$ cat config.mk
export PLATFORM = sky130hd
export DESIGN_NAME = rsg_top
export DESIGN_NICKNAME = d
export VERILOG_FILES = /design/src/design/rsg_pkg.sv /design/src/design/rsg_delay.sv /design/src/design/rsg_top.sv
export VERILOG_INCLUDE_DIRS = /design/src /design/src/design
export SDC_FILE = /design/constraint.sdc
export NUM_CORES = 1
export LEC_CHECK = 0
export BUFFER_PORTS_ARGS = -buffer_cell sky130_fd_sc_hd__buf_2
export CAP_MARGIN = 20
export CORE_ASPECT_RATIO = 1.1
export CORE_UTILIZATION = 28
export CTS_CLUSTER_DIAMETER = 30
export DETAILED_ROUTE_END_ITERATION = 8
export MAX_ROUTING_LAYER = met4
export PLACE_DENSITY = 0.53
export SLEW_MARGIN = 30
export SYNTH_ARGS = -nofsm -noshare
export SYNTH_HDL_FRONTEND = slang
export SYNTH_SLANG_ARGS = --single-unit
$ cat constraint.sdc
create_clock -name CLK -period 11.05 [get_ports CLK]
set_clock_uncertainty 0.15 [all_clocks]
set_input_delay 3.315 -clock CLK [delete_from_list [all_inputs] [get_ports CLK]]
set_output_delay 3.315 -clock CLK [all_outputs]
set_load 0.01 [all_outputs]
$ cat src/design/rsg_regs.svh
// Constants for the reset and sleep gating block
`ifndef RSG_REGS_SVH
`define RSG_REGS_SVH

`define RSG_ADDR_W           4
`define RSG_ADDR_STATUS      4'h0
`define RSG_ADDR_CTRL        4'h1
`define RSG_ADDR_SLEEP       4'h2
`define RSG_ADDR_ID          4'h3
`define RSG_FLAG_POR         0
`define RSG_FLAG_PIN         1
`define RSG_FLAG_BOD         2
`define RSG_FLAG_WDT         3
`define RSG_FLAG_SCAN        4
`define RSG_CTRL_SCAN_DIS    7
`define RSG_CTRL_ADC_EN      0
`define RSG_CTRL_ACMP_DIS    1
`define RSG_CTRL_ACMP_BG     2
`define RSG_CTRL_WDT_EN      3
`define RSG_CTRL_RESET       8'h00
`define RSG_SLEEP_RESET      3'h0
// Arbitrary value; names no maker or part
`define RSG_ID_VALUE         8'h5a
`define RSG_CLK_MHZ          100
`define RSG_DLY_SHORT_US     4
`define RSG_DLY_LONG_US      65
`define RSG_DLY_SHORT_CYC    (`RSG_DLY_SHORT_US * `RSG_CLK_MHZ)
`define RSG_DLY_LONG_CYC     (`RSG_DLY_LONG_US * `RSG_CLK_MHZ)
`define RSG_CNT_W            13

`endif

$ cat src/design/rsg_pkg.sv
// Types for the reset and sleep gating block
package rsg_pkg;
  typedef enum logic [2:0]
  {
    RSG_SM_IDLE     = 3'h0,
    RSG_SM_NOISE    = 3'h1,
    RSG_SM_PDOWN    = 3'h2,
    RSG_SM_PSAVE    = 3'h3,
    RSG_SM_RSV4     = 3'h4,
    RSG_SM_RSV5     = 3'h5,
    RSG_SM_STANDBY  = 3'h6,
    RSG_SM_EXTSTBY  = 3'h7
  } rsg_sleep_e;

  typedef enum logic [1:0]
  {
    RSG_ST_HOLD  = 2'b00,
    RSG_ST_DELAY = 2'b01,
    RSG_ST_RUN   = 2'b11
  } rsg_state_e;

  typedef logic [7:0] rsg_byte_t;
endpackage

$ cat src/design/rsg_delay.sv
// Reset stretch counter started when all reset sources have released
`timescale 1ns/1ps
`default_nettype none
`include "rsg_regs.svh"
module rsg_delay
  import rsg_pkg::*;
(
  input  wire logic                  clk,
  input  wire logic                  req,
  input  wire logic                  long_sel,
  output logic                       rst_out
);
  localparam logic [`RSG_CNT_W-1:0] SHORT_C = `RSG_CNT_W'(`RSG_DLY_SHORT_CYC - 1);
  localparam logic [`RSG_CNT_W-1:0] LONG_C  = `RSG_CNT_W'(`RSG_DLY_LONG_CYC - 1);

  rsg_state_e              st_q;
  rsg_state_e              st_d;
  logic [`RSG_CNT_W-1:0]   cnt_q;
  logic [`RSG_CNT_W-1:0]   cnt_d;
  wire  [`RSG_CNT_W-1:0]   limit = long_sel ? LONG_C : SHORT_C;

  // Request acts without the clock; count starts only after every source drops
  always_comb
  begin
    st_d  = st_q;
    cnt_d = cnt_q;
    unique case (st_q)
      RSG_ST_HOLD:
      begin
        st_d  = RSG_ST_DELAY;
        cnt_d = '0;
      end
      RSG_ST_DELAY:
      begin
        if (cnt_q == limit)
          st_d = RSG_ST_RUN;
        else
          cnt_d = cnt_q + `RSG_CNT_W'(1);
      end
      RSG_ST_RUN:
      begin
        st_d = RSG_ST_RUN;
      end
      default:
      begin
        st_d = RSG_ST_HOLD;
      end
    endcase
  end

  always_ff @(posedge clk or posedge req)
  begin
    if (req)
    begin
      st_q  <= RSG_ST_HOLD;
      cnt_q <= '0;
    end
    else
    begin
      st_q  <= st_d;
      cnt_q <= cnt_d;
    end
  end

  assign rst_out = req | (st_q != RSG_ST_RUN);

  a_delay_length: assert property (@(posedge clk) disable iff (req)
    $rose(st_q == RSG_ST_DELAY) |-> (st_q == RSG_ST_DELAY)[*8])
    else $error("reset stretch ended too early");
endmodule
`default_nettype wire

$ cat src/design/rsg_top.sv
// Reset merging, reset flags and sleep gating of analog and clock modules
//
// Design decisions made here: the placing of the registers and strobed register access.
`timescale 1ns/1ps
`default_nettype none
`include "rsg_regs.svh"
module rsg_top
  import rsg_pkg::*;
(
  input  wire logic                   CLK,
  input  wire logic                   RST,
  input  wire logic                   SUPPLY_LOW,
  input  wire logic                   RESET_PIN_N,
  input  wire logic                   WDT_EXPIRE,
  input  wire logic                   BROWNOUT_LOW,
  input  wire logic                   SCAN_RESET_REG,
  input  wire logic                   BROWNOUT_ENABLE_FUSE,
  input  wire logic                   DEBUG_ENABLE_FUSE,
  input  wire logic                   SCAN_PORT_ENABLE_FUSE,
  input  wire logic                   CLOCK_SELECT_LONG,
  input  wire logic                   SLEEP_ACTIVE,
  input  wire logic                   TAP_SHIFTING,
  input  wire logic                   TAP_TDO,
  input  wire logic [`RSG_ADDR_W-1:0] ADDR,
  input  wire logic [7:0]             WDATA,
  input  wire logic                   WR,
  input  wire logic                   RD,
  output logic      [7:0]             RDATA,
  output logic                        INT_RESET,
  output logic                        PORT_RESET,
  output logic                        ADC_ENABLE,
  output logic                        ADC_EXTENDED,
  output logic                        ACMP_ENABLE,
  output logic                        VREF_ENABLE,
  output logic                        BOD_ENABLE,
  output logic                        WDT_RUN,
  output logic                        INPUT_BUF_EN,
  output logic                        MAIN_CLK_EN,
  output logic                        IO_CLK_EN,
  output logic                        CONV_CLK_EN,
  output logic                        SCAN_ENABLE,
  output logic                        TDO_O,
  output logic                        TDO_OE
);
  import rsg_pkg::*;

  // Watchdog reset is a single cycle pulse, not the level
  // Registered: the reset it causes clears the enable that gates it
  logic wdt_prev_q;
  logic wdt_pulse_q;
  wire  wdt_edge  = WDT_EXPIRE & ~wdt_prev_q & WDT_RUN;
  wire  wdt_pulse = wdt_pulse_q;
  wire  src_por  = SUPPLY_LOW;
  wire  src_pin  = ~RESET_PIN_N;
  wire  src_bod  = BROWNOUT_LOW & BROWNOUT_ENABLE_FUSE;
  wire  src_scan = SCAN_RESET_REG;
  wire  reset_req = src_por | src_pin | src_bod | wdt_pulse | src_scan | RST;

  // Ports clear straight from the request, with no clock in the path
  assign PORT_RESET = reset_req;

  rsg_delay u_delay
  (
    .clk      (CLK),
    .req      (reset_req),
    .long_sel (CLOCK_SELECT_LONG),
    .rst_out  (INT_RESET)
  );

  always_ff @(posedge CLK or posedge RST)
  begin
    if (RST)
    begin
      wdt_prev_q  <= 1'b0;
      wdt_pulse_q <= 1'b0;
    end
    else
    begin
      wdt_prev_q  <= WDT_EXPIRE;
      wdt_pulse_q <= wdt_edge;
    end
  end

  // Flags survive internal reset; only power-on, RST and zero bits written to status clear them
  logic [4:0] flags_q;
  logic [4:0] flags_d;
  wire        wr_status = WR & (ADDR == `RSG_ADDR_STATUS);
  wire  [4:0] src_vec;
  assign src_vec[`RSG_FLAG_POR]  = src_por;
  assign src_vec[`RSG_FLAG_PIN]  = src_pin;
  assign src_vec[`RSG_FLAG_BOD]  = src_bod;
  assign src_vec[`RSG_FLAG_WDT]  = wdt_pulse;
  assign src_vec[`RSG_FLAG_SCAN] = src_scan;

  // Set beats a same-cycle zero write
  genvar g;
  generate
    for (g = 0; g < 5; g = g + 1)
    begin : g_flag
      if (g == `RSG_FLAG_POR)
      begin : g_por
        assign flags_d[g] = src_vec[g] | (flags_q[g] & ~(wr_status & ~WDATA[g]));
      end
      else
      begin : g_oth
        assign flags_d[g] = ~src_por & (src_vec[g] | (flags_q[g] & ~(wr_status & ~WDATA[g])));
      end
    end
  endgenerate

  always_ff @(posedge CLK or posedge RST)
  begin
    if (RST)
      flags_q <= 5'h01;
    else
      flags_q <= flags_d;
  end

  // Control and sleep registers return to initial values during reset
  logic [7:0] ctrl_q;
  logic [2:0] sleep_q;
  wire        wr_ctrl  = WR & (ADDR == `RSG_ADDR_CTRL);
  wire        wr_sleep = WR & (ADDR == `RSG_ADDR_SLEEP);

  always_ff @(posedge CLK or posedge INT_RESET)
  begin
    if (INT_RESET)
    begin
      ctrl_q  <= `RSG_CTRL_RESET;
      sleep_q <= `RSG_SLEEP_RESET;
    end
    else
    begin
      if (wr_ctrl)
        ctrl_q <= WDATA;
      if (wr_sleep)
        sleep_q <= WDATA[2:0];
    end
  end

  wire        adc_on    = ctrl_q[`RSG_CTRL_ADC_EN];
  wire        acmp_off  = ctrl_q[`RSG_CTRL_ACMP_DIS];
  wire        acmp_bg   = ctrl_q[`RSG_CTRL_ACMP_BG];
  rsg_sleep_e mode;
  assign mode = rsg_sleep_e'(sleep_q);

  function automatic logic io_stops(input rsg_sleep_e m);
    io_stops = (m != RSG_SM_IDLE);
  endfunction

  function automatic logic conv_stops(input rsg_sleep_e m);
    conv_stops = (m != RSG_SM_IDLE) && (m != RSG_SM_NOISE);
  endfunction

  // Clock domains follow the sleep select encoding
  assign IO_CLK_EN   = ~(SLEEP_ACTIVE & io_stops(mode));
  assign CONV_CLK_EN = ~(SLEEP_ACTIVE & conv_stops(mode));

  // Converter is never gated by sleep
  assign ADC_ENABLE = adc_on;

  // Comparator gated in every mode that stops the converter clock
  // Its reference request still follows only the software disable and bandgap select bits, not sleep
  assign ACMP_ENABLE = ~acmp_off & ~(SLEEP_ACTIVE & conv_stops(mode));

  assign BOD_ENABLE = BROWNOUT_ENABLE_FUSE;
  assign WDT_RUN    = ctrl_q[`RSG_CTRL_WDT_EN];

  // Reference held in sleep when an enabled comparator selects it
  assign VREF_ENABLE = BROWNOUT_ENABLE_FUSE | adc_on | (acmp_bg & ~acmp_off);

  // Wake pins keep their buffers on elsewhere; this gate covers the rest
  assign INPUT_BUF_EN = IO_CLK_EN | CONV_CLK_EN;

  // Debug needs the main oscillator in the two deepest modes
  wire deep_stop = SLEEP_ACTIVE & ((mode == RSG_SM_PDOWN) | (mode == RSG_SM_PSAVE));
  assign MAIN_CLK_EN = ~deep_stop | DEBUG_ENABLE_FUSE;

  assign SCAN_ENABLE = SCAN_PORT_ENABLE_FUSE & ~ctrl_q[`RSG_CTRL_SCAN_DIS];

  // Pin floats when idle; the far side pulls it up
  assign TDO_OE = SCAN_ENABLE & TAP_SHIFTING;
  assign TDO_O  = TAP_TDO;

  // Extended conversion after an off-to-on transition of the converter
  logic adc_prev_q;
  logic ext_q;
  always_ff @(posedge CLK or posedge INT_RESET)
  begin
    if (INT_RESET)
    begin
      adc_prev_q <= 1'b0;
      ext_q      <= 1'b1;
    end
    else
    begin
      adc_prev_q <= adc_on;
      ext_q      <= (adc_on & ~adc_prev_q) | (ext_q & adc_on);
    end
  end
  assign ADC_EXTENDED = ext_q;

  // Read data in the cycle after the strobe
  wire [7:0] rd_mux = (ADDR == `RSG_ADDR_STATUS) ? {3'h0, flags_q} :
                      (ADDR == `RSG_ADDR_CTRL)   ? ctrl_q :
                      (ADDR == `RSG_ADDR_SLEEP)  ? {5'h00, sleep_q} :
                      (ADDR == `RSG_ADDR_ID)     ? `RSG_ID_VALUE : 8'h00;

  always_ff @(posedge CLK or posedge RST)
  begin
    if (RST)
      RDATA <= 8'h00;
    else if (RD)
      RDATA <= rd_mux;
    else
      RDATA <= 8'h00;
  end

  a_wdt_pulse_one: assert property (@(posedge CLK) disable iff (RST)
    wdt_pulse |=> !wdt_pulse)
    else $error("watchdog pulse longer than one cycle");
  a_ports_async: assert property (@(posedge CLK) disable iff (RST)
    src_pin |-> PORT_RESET && INT_RESET)
    else $error("pin reset not seen at ports");
  a_por_clears: assert property (@(posedge CLK) disable iff (RST)
    src_por |=> flags_q[`RSG_FLAG_POR] && flags_q[4:1] == 4'h0)
    else $error("power-on did not clear other flags");
  a_flag_set_wins: assert property (@(posedge CLK) disable iff (RST)
    (src_pin && !src_por && wr_status) |=> flags_q[`RSG_FLAG_PIN])
    else $error("flag set lost to clear");
  a_dbg_clock: assert property (@(posedge CLK) disable iff (RST)
    DEBUG_ENABLE_FUSE |-> MAIN_CLK_EN)
    else $error("main clock stopped with debug enabled");
  a_tdo_float: assert property (@(posedge CLK) disable iff (RST)
    !TAP_SHIFTING |-> !TDO_OE)
    else $error("tdo driven while not shifting");
  a_scan_disable: assert property (@(posedge CLK) disable iff (RST)
    (wr_ctrl && WDATA[`RSG_CTRL_SCAN_DIS] && !INT_RESET) |=> !SCAN_ENABLE)
    else $error("scan port not disabled");
  a_adc_extend: assert property (@(posedge CLK) disable iff (INT_RESET)
    $rose(adc_on) |=> ADC_EXTENDED)
    else $error("extended conversion not flagged");
  a_acmp_gate: assert property (@(posedge CLK) disable iff (RST)
    (SLEEP_ACTIVE && mode == RSG_SM_PDOWN && !acmp_bg) |-> !ACMP_ENABLE)
    else $error("comparator active in power-down");

  c_wdt_reset:  cover property (@(posedge CLK) disable iff (RST) wdt_pulse);
  c_pin_reset:  cover property (@(posedge CLK) disable iff (RST) $fell(src_pin));
  c_deep_sleep: cover property (@(posedge CLK) disable iff (RST) deep_stop && !MAIN_CLK_EN);
  c_flag_clear: cover property (@(posedge CLK) disable iff (RST) wr_status && WDATA == 8'h00);
endmodule
`default_nettype wire

# Word-level counts from Yosys, hierarchy flattened
# Index checks and enable logic that the tools add are counted.
[word_totals]
register_bits = 43
wordCells = 104
output_inout_bits = 23
[classes]
addsub = 1
muxes = 10
n_reduce_logical = 6
bitwise = 65
n_eq_ne = 12
[op_table]
columns = ["cell", "count"]
rows = [
  ["AND 1 bit", 29],
  ["two-way mux 13 bit", 2],
  ["case mux 13 bit (2 select lines)", 1],
  ["two-way mux 8 bit", 3],
  ["NOT 1 bit", 19],
  ["bitwise OR 1 bit", 17],
  ["two-way mux 7 bit", 2],
  ["adder 13 x 1 -> 13 bit (second input constant)", 1],
  ["equality test 13 bit", 1],
  ["equality test 4 x 2 -> 1 bit (second input constant)", 2],
  ["equality test 3 x 2 -> 1 bit (second input constant)", 2],
  ["case mux 2 bit (3 select lines)", 1],
  ["equality test 4 x 1 -> 1 bit (second input constant)", 1],
  ["zero test 4 bit", 1],
  ["inequality test 2 bit (second input constant)", 2],
  ["inequality test 3 x 1 -> 1 bit (second input constant)", 1],
  ["nonzero test 3 bit", 1],
  ["equality test 2 x 1 -> 1 bit (second input constant)", 1],
  ["equality test 2 bit (second input constant)", 1],
  ["zero test 2 bit", 1],
  ["two-way mux 2 bit", 1],
  ["inequality test 2 x 1 -> 1 bit (second input constant)", 1],
  ["AND reduction 2 bit", 1],
  ["nonzero test 2 bit", 1],
  ["logical AND 1 bit", 1],
]

# Longest topological paths before layout
# Gate-level depths: netlist of run 1.
[depth]
ltp_word = 7
mapped_depth = 6
ltp_nobuf = 6

# Cells and area by module
# A second synthesis of run 1 with hierarchy kept.
[unflattened]
hier_cells = 211
hier_area_um2 = 2167.1
[by_module_without_submodules]
columns = ["module", "instances", "cells_each", "area_per_inst_um2", "seq_area_each_um2"]
rows = [
  ["rsg_top", 1, 106, 1218.7, 703.2],
  ["rsg_delay", 1, 105, 948.4, 375.4],
]

# Least setup slack after synthesis of run 1
# Ideal clock, no wire load.
[synth_timing]
path_type = "input -> output"
from = "in RST"
to = "out INT_RESET"
arrival_time_ps = 4953
required_ps = 7585
path_buffers = 0
stages = 4
slack_ps = 2632
cell_sequence = "inv_1 -> and3_1 -> and3_1 -> inv_1"
[synth_via]
elab_chain_len = 2
[synth_rtl]
columns = ["element", "line", "text"]
rows = [
  ["start, declared", "rsg_top.sv:11", "input wire logic RST,"],
  ["bitwise OR 1 bit", "rsg_top.sv:57", "wire reset_req = src_por | src_pin | src_bod | wdt_pulse | src_scan | RST;"],
  ["bitwise OR 1 bit", "rsg_delay.sv:65", "assign rst_out = req | (st_q != RSG_ST_RUN);"],
  ["end, declared", "rsg_top.sv:29", "output logic INT_RESET,"],
]
# No other way between the ends.

# Worst setup path in the final report of run 1
# Same ends and word-level chain as after synthesis.

==> results of run 1 <==
[cells by family after synthesis]
logic type,after synthesis
AOI/OAI and AO/OA,44
adders and majority gates,1
buffers and inverters,20
DFF,43
muxes,20
and+or+nand+nor,78
[layer usage]
metal / vias up / global-route usage, %
met2: 46 / 21.77
met1: 794 / 14.96
met3: 4 / 3.076
met5: - / -
met4: 0 / 2.500
li1: 814 / -
[registers in the layout, summed over array words and instances (netlist names)]
signal         flops
wdt_prev_q         1
wdt_pulse          1
flags_q            5
mode               3
ctrl_q             8
u_delay.cnt_q     13
RDATA              8
adc_prev_q         1
u_delay.st_q       2
ADC_EXTENDED       1
[cell usage after synthesis (4+ instances only)]
| cell type | number | area share [%] |
|---|---|---|
| dfrtp_1 | 41 | 48 |
| mux2_2 | 13 | 6.8 |
| nand3_1 | 4 | 0.94 |
| mux2i_1 | 4 | 1.9 |
| a22o_1 | 6 | 2.5 |
| a21oi_1 | 9 | 2.1 |
| inv_1 | 11 | 1.9 |
| nor2b_1 | 4 | 1.2 |
| nor2_1 | 18 | 3.2 |
| nand2b_1 | 4 | 1.2 |
| and2_1 | 4 | 1.2 |
| o21ai_0 | 17 | 4.0 |
| nand2_1 | 20 | 3.5 |
[layout by cell type, fill, tap and decap left out, types with 2 or more instances in the layout]
cell,n
buf_2,48
dfrtp_1,41
nand2_1,20
nor2_1,18
o21ai_0,17
mux2_2,13
inv_1,11
a21oi_1,9
a22o_1,6
clkbuf_8,5
nor2b_1,4
and2_1,4
mux2i_1,4
nand2b_1,4
nand3_1,4
mux2_1,3
nand4_1,3
dfstp_2,2
nand3b_1,2
a211oi_1,2
and3_1,2
o211ai_1,2
nor3_1,2
[metrics by stage]
stage / util, % / hold WS [ps] / power, mW
6_report: 33.99 / 249.2 / 0.3455
5_1_grt: 33.99 / 283.1 / 0.3644
4_1_cts: 33.99 / 260.8 / 0.3519
3_5_place_dp: 32.47 / 249.0 / 0.2276
3_3_place_gp: 32.47 / 233.2 / 0.2266
2_1_floorplan: - / 220.4 / 0.2076
[area by class of cell]
class,count,area (um^2)
Timing Repair Buffer,49,247.7
Clock buffer,5,68.82
Fill cell,777,4906
Tap cell,87,108.9
Multi-Input combinational cell,143,937.1
Clock inverter,3,43.79
Inverter,11,41.29
Sequential cell,43,1079
[worst reg2reg max path: cells and delay by family, from the launching register on]
family	cells	cell delay, ps
compound gates	2	270
simple gates	2	710
flops	1	480
mux	1	310
[path summary, 6_finish.rpt]
check                      cells after the start                    startpoint  slack (ps)                            end
setup / recovery                               7                           RST        2400                      INT_RESET
hold / removal                                 1          adc_prev_q$_DFF_PP0_         250         ADC_EXTENDED$_DFF_PP1_
setup reg to reg                               5  u_delay.cnt_q[5]$_DFFE_PP0P_        9030   u_delay.cnt_q[1]$_DFFE_PP0P_
hold reg to reg                                1          adc_prev_q$_DFF_PP0_         250         ADC_EXTENDED$_DFF_PP1_
max in group asynchronous                      5                           RST        6320           adc_prev_q$_DFF_PP0_
min in group asynchronous                      3           wdt_pulse$_DFF_PP0_         600  u_delay.cnt_q[11]$_DFFE_PP0P_
[power by group through the flow]
stage	Sequential, mW	Clock [mW]	Combinational (mW)
finish	0.182	0.122	0.0413
detailed placement	0.186	0	0.0418
global route	0.185	0.133	0.0464
global placement	0.185	0	0.0412
floorplan	0.184	0	0.0241
CTS	0.183	0.127	0.0421
==> flow_metrics.tcl, run 1 <==
set metrics [dict create \
    synthCells 206 \
    dp_slack_ps 2270 \
    comb_power_share_pct 11.9 \
    cts_hold_buf 0 \
    fin_crit_ps 8650 \
    placed_cells 333 \
    p_leak_nw 1.179 \
    swShare_pct 24.63 \
    yosys_warnings 0 \
    fmax_ghz 0.1156 \
    syn2layout_area_growth_pct 18.07 \
    cp-end-kind "primary output" \
    fin_crit_sh_pct 78.28 \
    pwr-share-seq_pct 52.7 \
    postCtsSetupBuffers 0 \
    path_delay_family "buffers and inverters" \
    worstPathArrival_ps 5190 \
    cts_tree "built" \
    synth_seq_cells 43 \
    synth_top_family_by_area "simple AND/OR/NAND/NOR gates" \
    cts_max_level 2 \
    drive_gt1_share_pct 31.50 \
    synth_ff_type "dfrtp_1" \
    ios 51 \
    rsz0062_at_grt "false" \
    finalSetupViolCount 0 \
    clock_latency_ps 290 \
    cp_cell_sequence "buf_2 -> inv_1 -> and3_1 -> buf_4 -> and3_1 -> inv_1 -> buf_2" \
    relSlewSlack_pct 47.40 \
    io_buffers 48 \
    fin_cells 341 \
    post-route-worst-setup-slack_ps 2400 \
    path_buf_inv 5 \
    wl_per_cell_um 13.57 \
    top_layer_used "met4" \
    met2_length_mm 2.281 \
    clock_path_buffers 2 \
    vias_per_cell 4.862 \
    core_um2 7432 \
    cts.sinks 43 \
    cts.clk_slew.worst_paths_ps 80 \
    synth_compound_area_share_pct 13.10 \
    cp_slowest_stage_delay_ps 600 \
    die-area_um2 7995 \
    grt_start_max_net_pins 27 \
    m1WireLength_mm 2.125 \
    yosys.area_share.adder_pct 0.5848 \
    worstSetupStartpointType "input port" \
    drv_slew 0 \
    placementRows 33 \
    hold_class "reg -> reg" \
    postPlaceCellArea_um2 2414 \
    detail-route-antenna-nets 0 \
    cp.required_ps 7590 \
    die_w_um 85.35 \
    synth.distinct_cells 50 \
    status "completed" \
    tns_ps 0 \
    synth_edf_count 0 \
    power_switching_mw 0.08508 \
    grt_pass1_vias 1617 \
    synth-xor-area-share_pct 0 \
    internal_power_mw 0.2604 \
    antenna_found_initial 0 \
    grt_overflow 0 \
    place.gp.congestion 0.7512 \
    worst_path_max_delay_cell "and3_1" \
    cts_buffers 5 \
    worstSetupPathType "in -> out" \
    ctsRootBufferMaster "clkbuf_8" \
    start_util_pct 28.79 \
    avgSynthCellArea_um2 10.39 \
    drc_errors 0 \
    maxCapViolCount 0 \
    diodes 0 \
    routed_wl_mm 4.627 \
    p_per_area_nw_per_um2 136.8 \
    synth_mux_area_share_pct 10.29 \
    wl_met3_um 211 \
    syn_area_um2 2140 \
    grt_use_total_pct 12.56 \
    dr.pass1.iters 4 \
    worst_slew_pin_slew_ps 789.0 \
    place_hpwl_mm 3.380 \
    path_max_fanout 17 \
    synth_nets 235 \
    cts_resized 0 \
    nNetsFinal 282 \
    num_vias 1658 \
    drt-initial-drc-count 57 \
    hold_viol_final 0 \
    power_frac_clock_pct 35.4 \
    finalInstanceArea_um2 2526 \
    synth-simple-area-share_pct 19.82 \
    ir_drop_v 0.00005501 \
    ys_seq_area_share_pct 50.41 \
    postSynth.asyncResetShare_pct 100.0 \
    die_h_um 93.68 \
    grt_pass1_wl_mm 7.755 \
]
Power figures use the tool's default switching activity.
==> run 2, diff against run 1 <==
- PLACE_DENSITY: 0.53 -> 0.55
- clock period: 11.05 -> 7.5 ns (I/O delays scaled with it)
==> flow_metrics.tcl, run 2 (synthesis results as in run 1) <==
set metrics [dict create \
    cts_buffers 5 \
    placementRows 33 \
    path_max_fanout 16 \
    cp.required_ps 5100 \
    drt-initial-drc-count 42 \
    drc_errors 0 \
    relSlewSlack_pct 62.61 \
    grt_use_total_pct 11.87 \
    cts.sinks 43 \
    vias_per_cell 4.735 \
    whs_ps 243.5 \
    p_per_area_nw_per_um2 200.0 \
    fin_crit_sh_pct 80.28 \
    placed_cells 335 \
    routed_wl_mm 4.477 \
    clock_path_buffers 2 \
    fmax_ghz 0.1661 \
    hold_viol_final 0 \
    drive_gt1_share_pct 32.03 \
    num_vias 1624 \
    finalPower_mw 0.5083 \
    crit_path_start "RST" \
    wl_per_cell_um 13.05 \
    fin_crit_ps 6021 \
    ios 51 \
    finalSetupViolCount 0 \
    clock_latency_ps 290 \
    core_um2 7432 \
    place.gp.congestion 0.7679 \
    status "completed" \
    dr.pass1.iters 4 \
    cts_hold_buf 0 \
    grt_pass1_wl_mm 7.224 \
    detail-route-antenna-nets 0 \
    start_util_pct 28.79 \
    grt_overflow 0 \
    die_w_um 85.35 \
    ctsRootBufferMaster "clkbuf_8" \
    fillCellCount 768 \
    p_leak_nw 1.190 \
    worstSetupPathType "in -> out" \
    nNetsFinal 284 \
    place_hpwl_mm 3.286 \
    die-area_um2 7995 \
    reg_top3 "u_delay.cnt_q (13), RDATA (8), ctrl_q (8)" \
    diodes 0 \
    r2r-start "u_delay.cnt_q[5]$_DFFE_PP0P_" \
    rsz0062_at_grt "false" \
    final_common_cell "buf_2" \
    tns_ps 0 \
    drv_slew 0 \
    hold_class "reg -> reg" \
    fin_cells 343 \
    cp-end-kind "primary output" \
    largest_reg_flops 13 \
    worstSetupStartpointType "input port" \
    worstPathArrival_ps 3620 \
    syn2layout_area_growth_pct 18.77 \
    cts_tree "built" \
    worst_slew_pin_slew_ps 560.3 \
    ir_drop_v 0.00006834 \
    cts_max_level 2 \
    top_register "u_delay.cnt_q" \
    grt_start_max_net_pins 27 \
    postCtsSetupBuffers 0 \
    die_h_um 93.68 \
    hp-start "adc_prev_q$_DFF_PP0_" \
    io_buffers 48 \
    layout_common_cells "buf_2, dfrtp_1, nand2_1" \
    cts.clk_slew.worst_paths_ps 80 \
    grt_pass1_vias 1505 \
    final_core_util_pct 34.19 \
    antenna_found_initial 0 \
    maxCapViolCount 0 \
    cts_resized 0 \
]
[run 2: cell types whose count changed in the layout (fill, tap and decap cells not counted)]
cell,change
buf_4,+2
[run 2: where the power goes]
group / internal, mW / switching [mW] / leakage (nW)
clock network: 0.0992 / 0.0812 / 0.0581
logic: 0.0313 / 0.0287 / 0.567
registers: 0.253 / 0.0148 / 0.565
total: 0.384 / 0.125 / 1.19
[run 2: worst paths after layout]
path / cells after the start / slack, ps / endpoint
worst max-delay path: 6 / 1480 / INT_RESET
worst min-delay path: 1 / 240 / ADC_EXTENDED$_DFF_PP1_
worst max register to register: 5 / 5490 / u_delay.cnt_q[0]$_DFFE_PP0P_
worst min register to register: 1 / 240 / ADC_EXTENDED$_DFF_PP1_
max in group asynchronous: 5 / 4080 / ADC_EXTENDED$_DFF_PP1_
min in group asynchronous: 3 / 490 / ctrl_q[3]$_DFFE_PP0P_
[run 2: per-layer routing]
| layer | global-route usage [%] | vias up | wire (um) |
|---|---|---|---|
| li1 | - | 819 | - |
| met1 | 14.26 | 760 | 2134 |
| met2 | 19.96 | 43 | 2123 |
| met3 | 2.636 | 2 | 199 |
| met4 | 3.750 | 0 | 21 |
| met5 | - | - | 0 |
[run 2: cell type report]
class | instances | area [um^2] | area share [%]
well taps | 87 | 108.9 | 4.284
repair buffers | 51 | 262.8 | 10.34
clock buffers | 5 | 68.82 | 2.708
flip-flops and latches | 43 | 1079 | 42.44
inverters | 11 | 41.29 | 1.625
multi-input cells | 143 | 937.1 | 36.88
clock inverters | 3 | 43.79 | 1.723
[run 2: per-stage QoR]
stage / setup WS, ps / instance area (um^2)
2_1_floorplan: 1212 / 2140
3_3_place_gp: 1406 / 2429
3_5_place_dp: 1403 / 2429
4_1_cts: 1389 / 2541
5_1_grt: 1245 / 2541
6_report: 1479 / 2541
[run 2: critical path, stage by stage]
cell	delay (ps)
buf_2	100
inv_1	410
and3_1	470
and3_1	230
inv_1	40
buf_2	130
==> run 3, diff against run 2 <==
- ABC_AREA: not set -> 1
- PLACE_DENSITY: 0.55 -> 0.53
- clock period: 7.5 -> 5.6 ns (I/O delays scaled with it)
==> flow_metrics.tcl, run 3 <==
set metrics [dict create \
    status "completed" \
    grt_pass1_vias 1895 \
    cts_buffers 5 \
    power_switching_mw 0.1865 \
    postCtsSetupBuffers 0 \
    synth_seq_cells 43 \
    synth_top_area_cell "dfrtp_1" \
    synth.top_cells.by_count "nand2_1, dfrtp_1, inv_1" \
    cts_resized 0 \
    tns_ps 0 \
    placementRows 33 \
    drt-initial-drc-count 116 \
    wl_per_cell_um 12.24 \
    cp-end-kind "primary output" \
    grt_overflow 0 \
    clock_path_buffers 2 \
    power_frac_clock_pct 32.9 \
    postSynth.asyncResetShare_pct 100.0 \
    swShare_pct 28.78 \
    r2r-start "u_delay.cnt_q[0]$_DFFE_PP0P_" \
    grt_start_max_net_pins 17 \
    p_per_area_nw_per_um2 247.6 \
    dp_slack_ps 1076 \
    pwr-share-seq_pct 54.7 \
    cp_slowest_stage_delay_ps 220 \
    post-route-worst-setup-slack_ps 1153 \
    place.gp.congestion 0.8159 \
    layout_common_cells "nand2_1, buf_2, dfrtp_1" \
    hold_path_depth 1 \
    syn_area_um2 2171 \
    worstPathArrival_ps 2620 \
    syn2layout_area_growth_pct 20.58 \
    final_core_util_pct 35.02 \
    synth_nets 309 \
    finalSetupViolCount 0 \
    yosys_warnings 0 \
    relSlewSlack_pct 38.25 \
    cts.sinks 43 \
    worstSetupStartpointType "input port" \
    nNetsFinal 360 \
    hold_viol_final 0 \
    ir_drop_v 0.00008453 \
    cts_max_level 2 \
    rr_endpoint "u_delay.cnt_q[6]$_DFFE_PP0P_" \
    synth_edf_count 0 \
    die-area_um2 8110 \
    routed_wl_mm 5.350 \
    vias_per_cell 4.389 \
    fin_crit_ps 4447 \
    num_vias 1918 \
    synth_area_leaders "dfrtp_1, nand2_1, nand3_1, inv_1, nor2_1" \
    placed_cells 429 \
    p_leak_nw 1.410 \
    comb_power_share_pct 12.4 \
    synth_top_area_share_pct 47.26 \
    dr.pass1.iters 4 \
    synth_ff_type "dfrtp_1" \
    grt_pass1_wl_mm 9.121 \
    core_um2 7473 \
    cp.required_ps 3770 \
    ff2ff_setup_slack_ps 3690 \
    place_hpwl_mm 4.092 \
    cts.clk_slew.worst_paths_ps 100 \
    io_buffers 48 \
    holdPathEnd "wdt_pulse$_DFF_PP0_" \
    fmax_ghz 0.2249 \
    maxCapViolCount 0 \
    ctsRootBufferMaster "clkbuf_8" \
    final_common_cell "nand2_1" \
    drv_slew 0 \
    clock_latency_ps 300 \
    start_util_pct 29.05 \
    synthCells 280 \
    avgSynthCellArea_um2 7.753 \
    finalPower_mw 0.6481 \
    finalInstanceArea_um2 2618 \
    worst_slew_pin_slew_ps 922.8 \
    ys_seq_area_share_pct 49.68 \
    detail-route-antenna-nets 0 \
    cts_tree "built" \
    largest_reg_flops 13 \
    path_buf_inv 5 \
    path_delay_family "buffers and inverters" \
    cp_cell_sequence "buf_2 -> inv_1 -> buf_4 -> nand3_1 -> nor3_2 -> inv_1 -> buf_2" \
    grt_use_total_pct 14.92 \
    internal_power_mw 0.4616 \
    drc_errors 0 \
    reg_top3 "u_delay.cnt_q (13), RDATA (8), ctrl_q (8)" \
    die_h_um 94.35 \
    fin_crit_sh_pct 79.41 \
    top_register "u_delay.cnt_q" \
    path_max_fanout 16 \
    worst_path_max_delay_cell "buf_4" \
    antenna_found_initial 0 \
    synth_most_common_cell "nand2_1" \
    postPlaceCellArea_um2 2522 \
    worstSetupPathType "in -> out" \
    die_w_um 85.96 \
    r2r_cells 8 \
    synth.distinct_cells 29 \
    fin_cells 437 \
    rsz0062_at_grt "false" \
    hp-start "wdt_prev_q$_DFF_PP0_" \
    drive_gt1_share_pct 20.78 \
    diodes 0 \
    ios 51 \
    hold_class "reg -> reg" \
    cts_hold_buf 0 \
    whs_ps 255.3 \
]
-- run 3: cell types whose count changed in the layout (fill, tap and decap cells not counted), sizes merged, moves of 7 or more --
cell,before,now
inv,11,37
a22o,7,0
nand2,20,85
mux2,16,0
nand3,4,28
nor2,19,32
-- run 3: kinds of logic (layout without fill, tap and decap cells) --
kind of cell | count (synthesis) | count (layout) | share of synthesized area [%]
DFF | 43 | 43 | 49.68
xor gates and xnor gates | 4 | 4 | 1.614
adders and majority gates | 1 | 1 | 0.5763
and+or+nand+nor | 158 | 158 | 31.76
AOI/OAI and AO/OA | 33 | 33 | 8.472
buffers and inverters | 41 | 93 | 7.896
-- run 3: routing by layer --
layer | routed length (um) | GRT usage (%)
met4 | 43 | 3.750
met1 | 2491 | 19.13
met5 | 0 | -
met2 | 2626 | 24.67
met3 | 188 | 2.360
-- run 3: how the worst max path moves through the flow --
stage | start | end | slack (ps) | depth (start not counted)
global route | RST | INT_RESET | 1020 | 7
finish | RST | INT_RESET | 1150 | 7
CTS | RST | INT_RESET | 1080 | 7
floorplan | RST | INT_RESET | 190 | 4
global placement | RST | INT_RESET | 1070 | 7
detailed placement | RST | INT_RESET | 1080 | 7
-- run 3: layout make-up --
class	instances	area, um^2
clock buffers	5	68.82
repair buffers	50	255.2
flip-flops and latches	43	1079
well taps	105	131.4
fillers	800	4856
inverters	35	131.4
clock inverters	3	26.28
multi-input cells	196	925.9
-- run 3: power groups by stage --
| stage | Combinational, mW | Sequential, mW | Clock, mW |
|---|---|---|---|
| after floorplan | 0.0439 | 0.358 | 0 |
| after global placement | 0.0798 | 0.360 | 0 |
| after detailed placement | 0.0813 | 0.360 | 0 |
| after CTS | 0.0814 | 0.354 | 0.223 |
| after global routing | 0.0916 | 0.358 | 0.231 |
| final | 0.0803 | 0.354 | 0.213 |
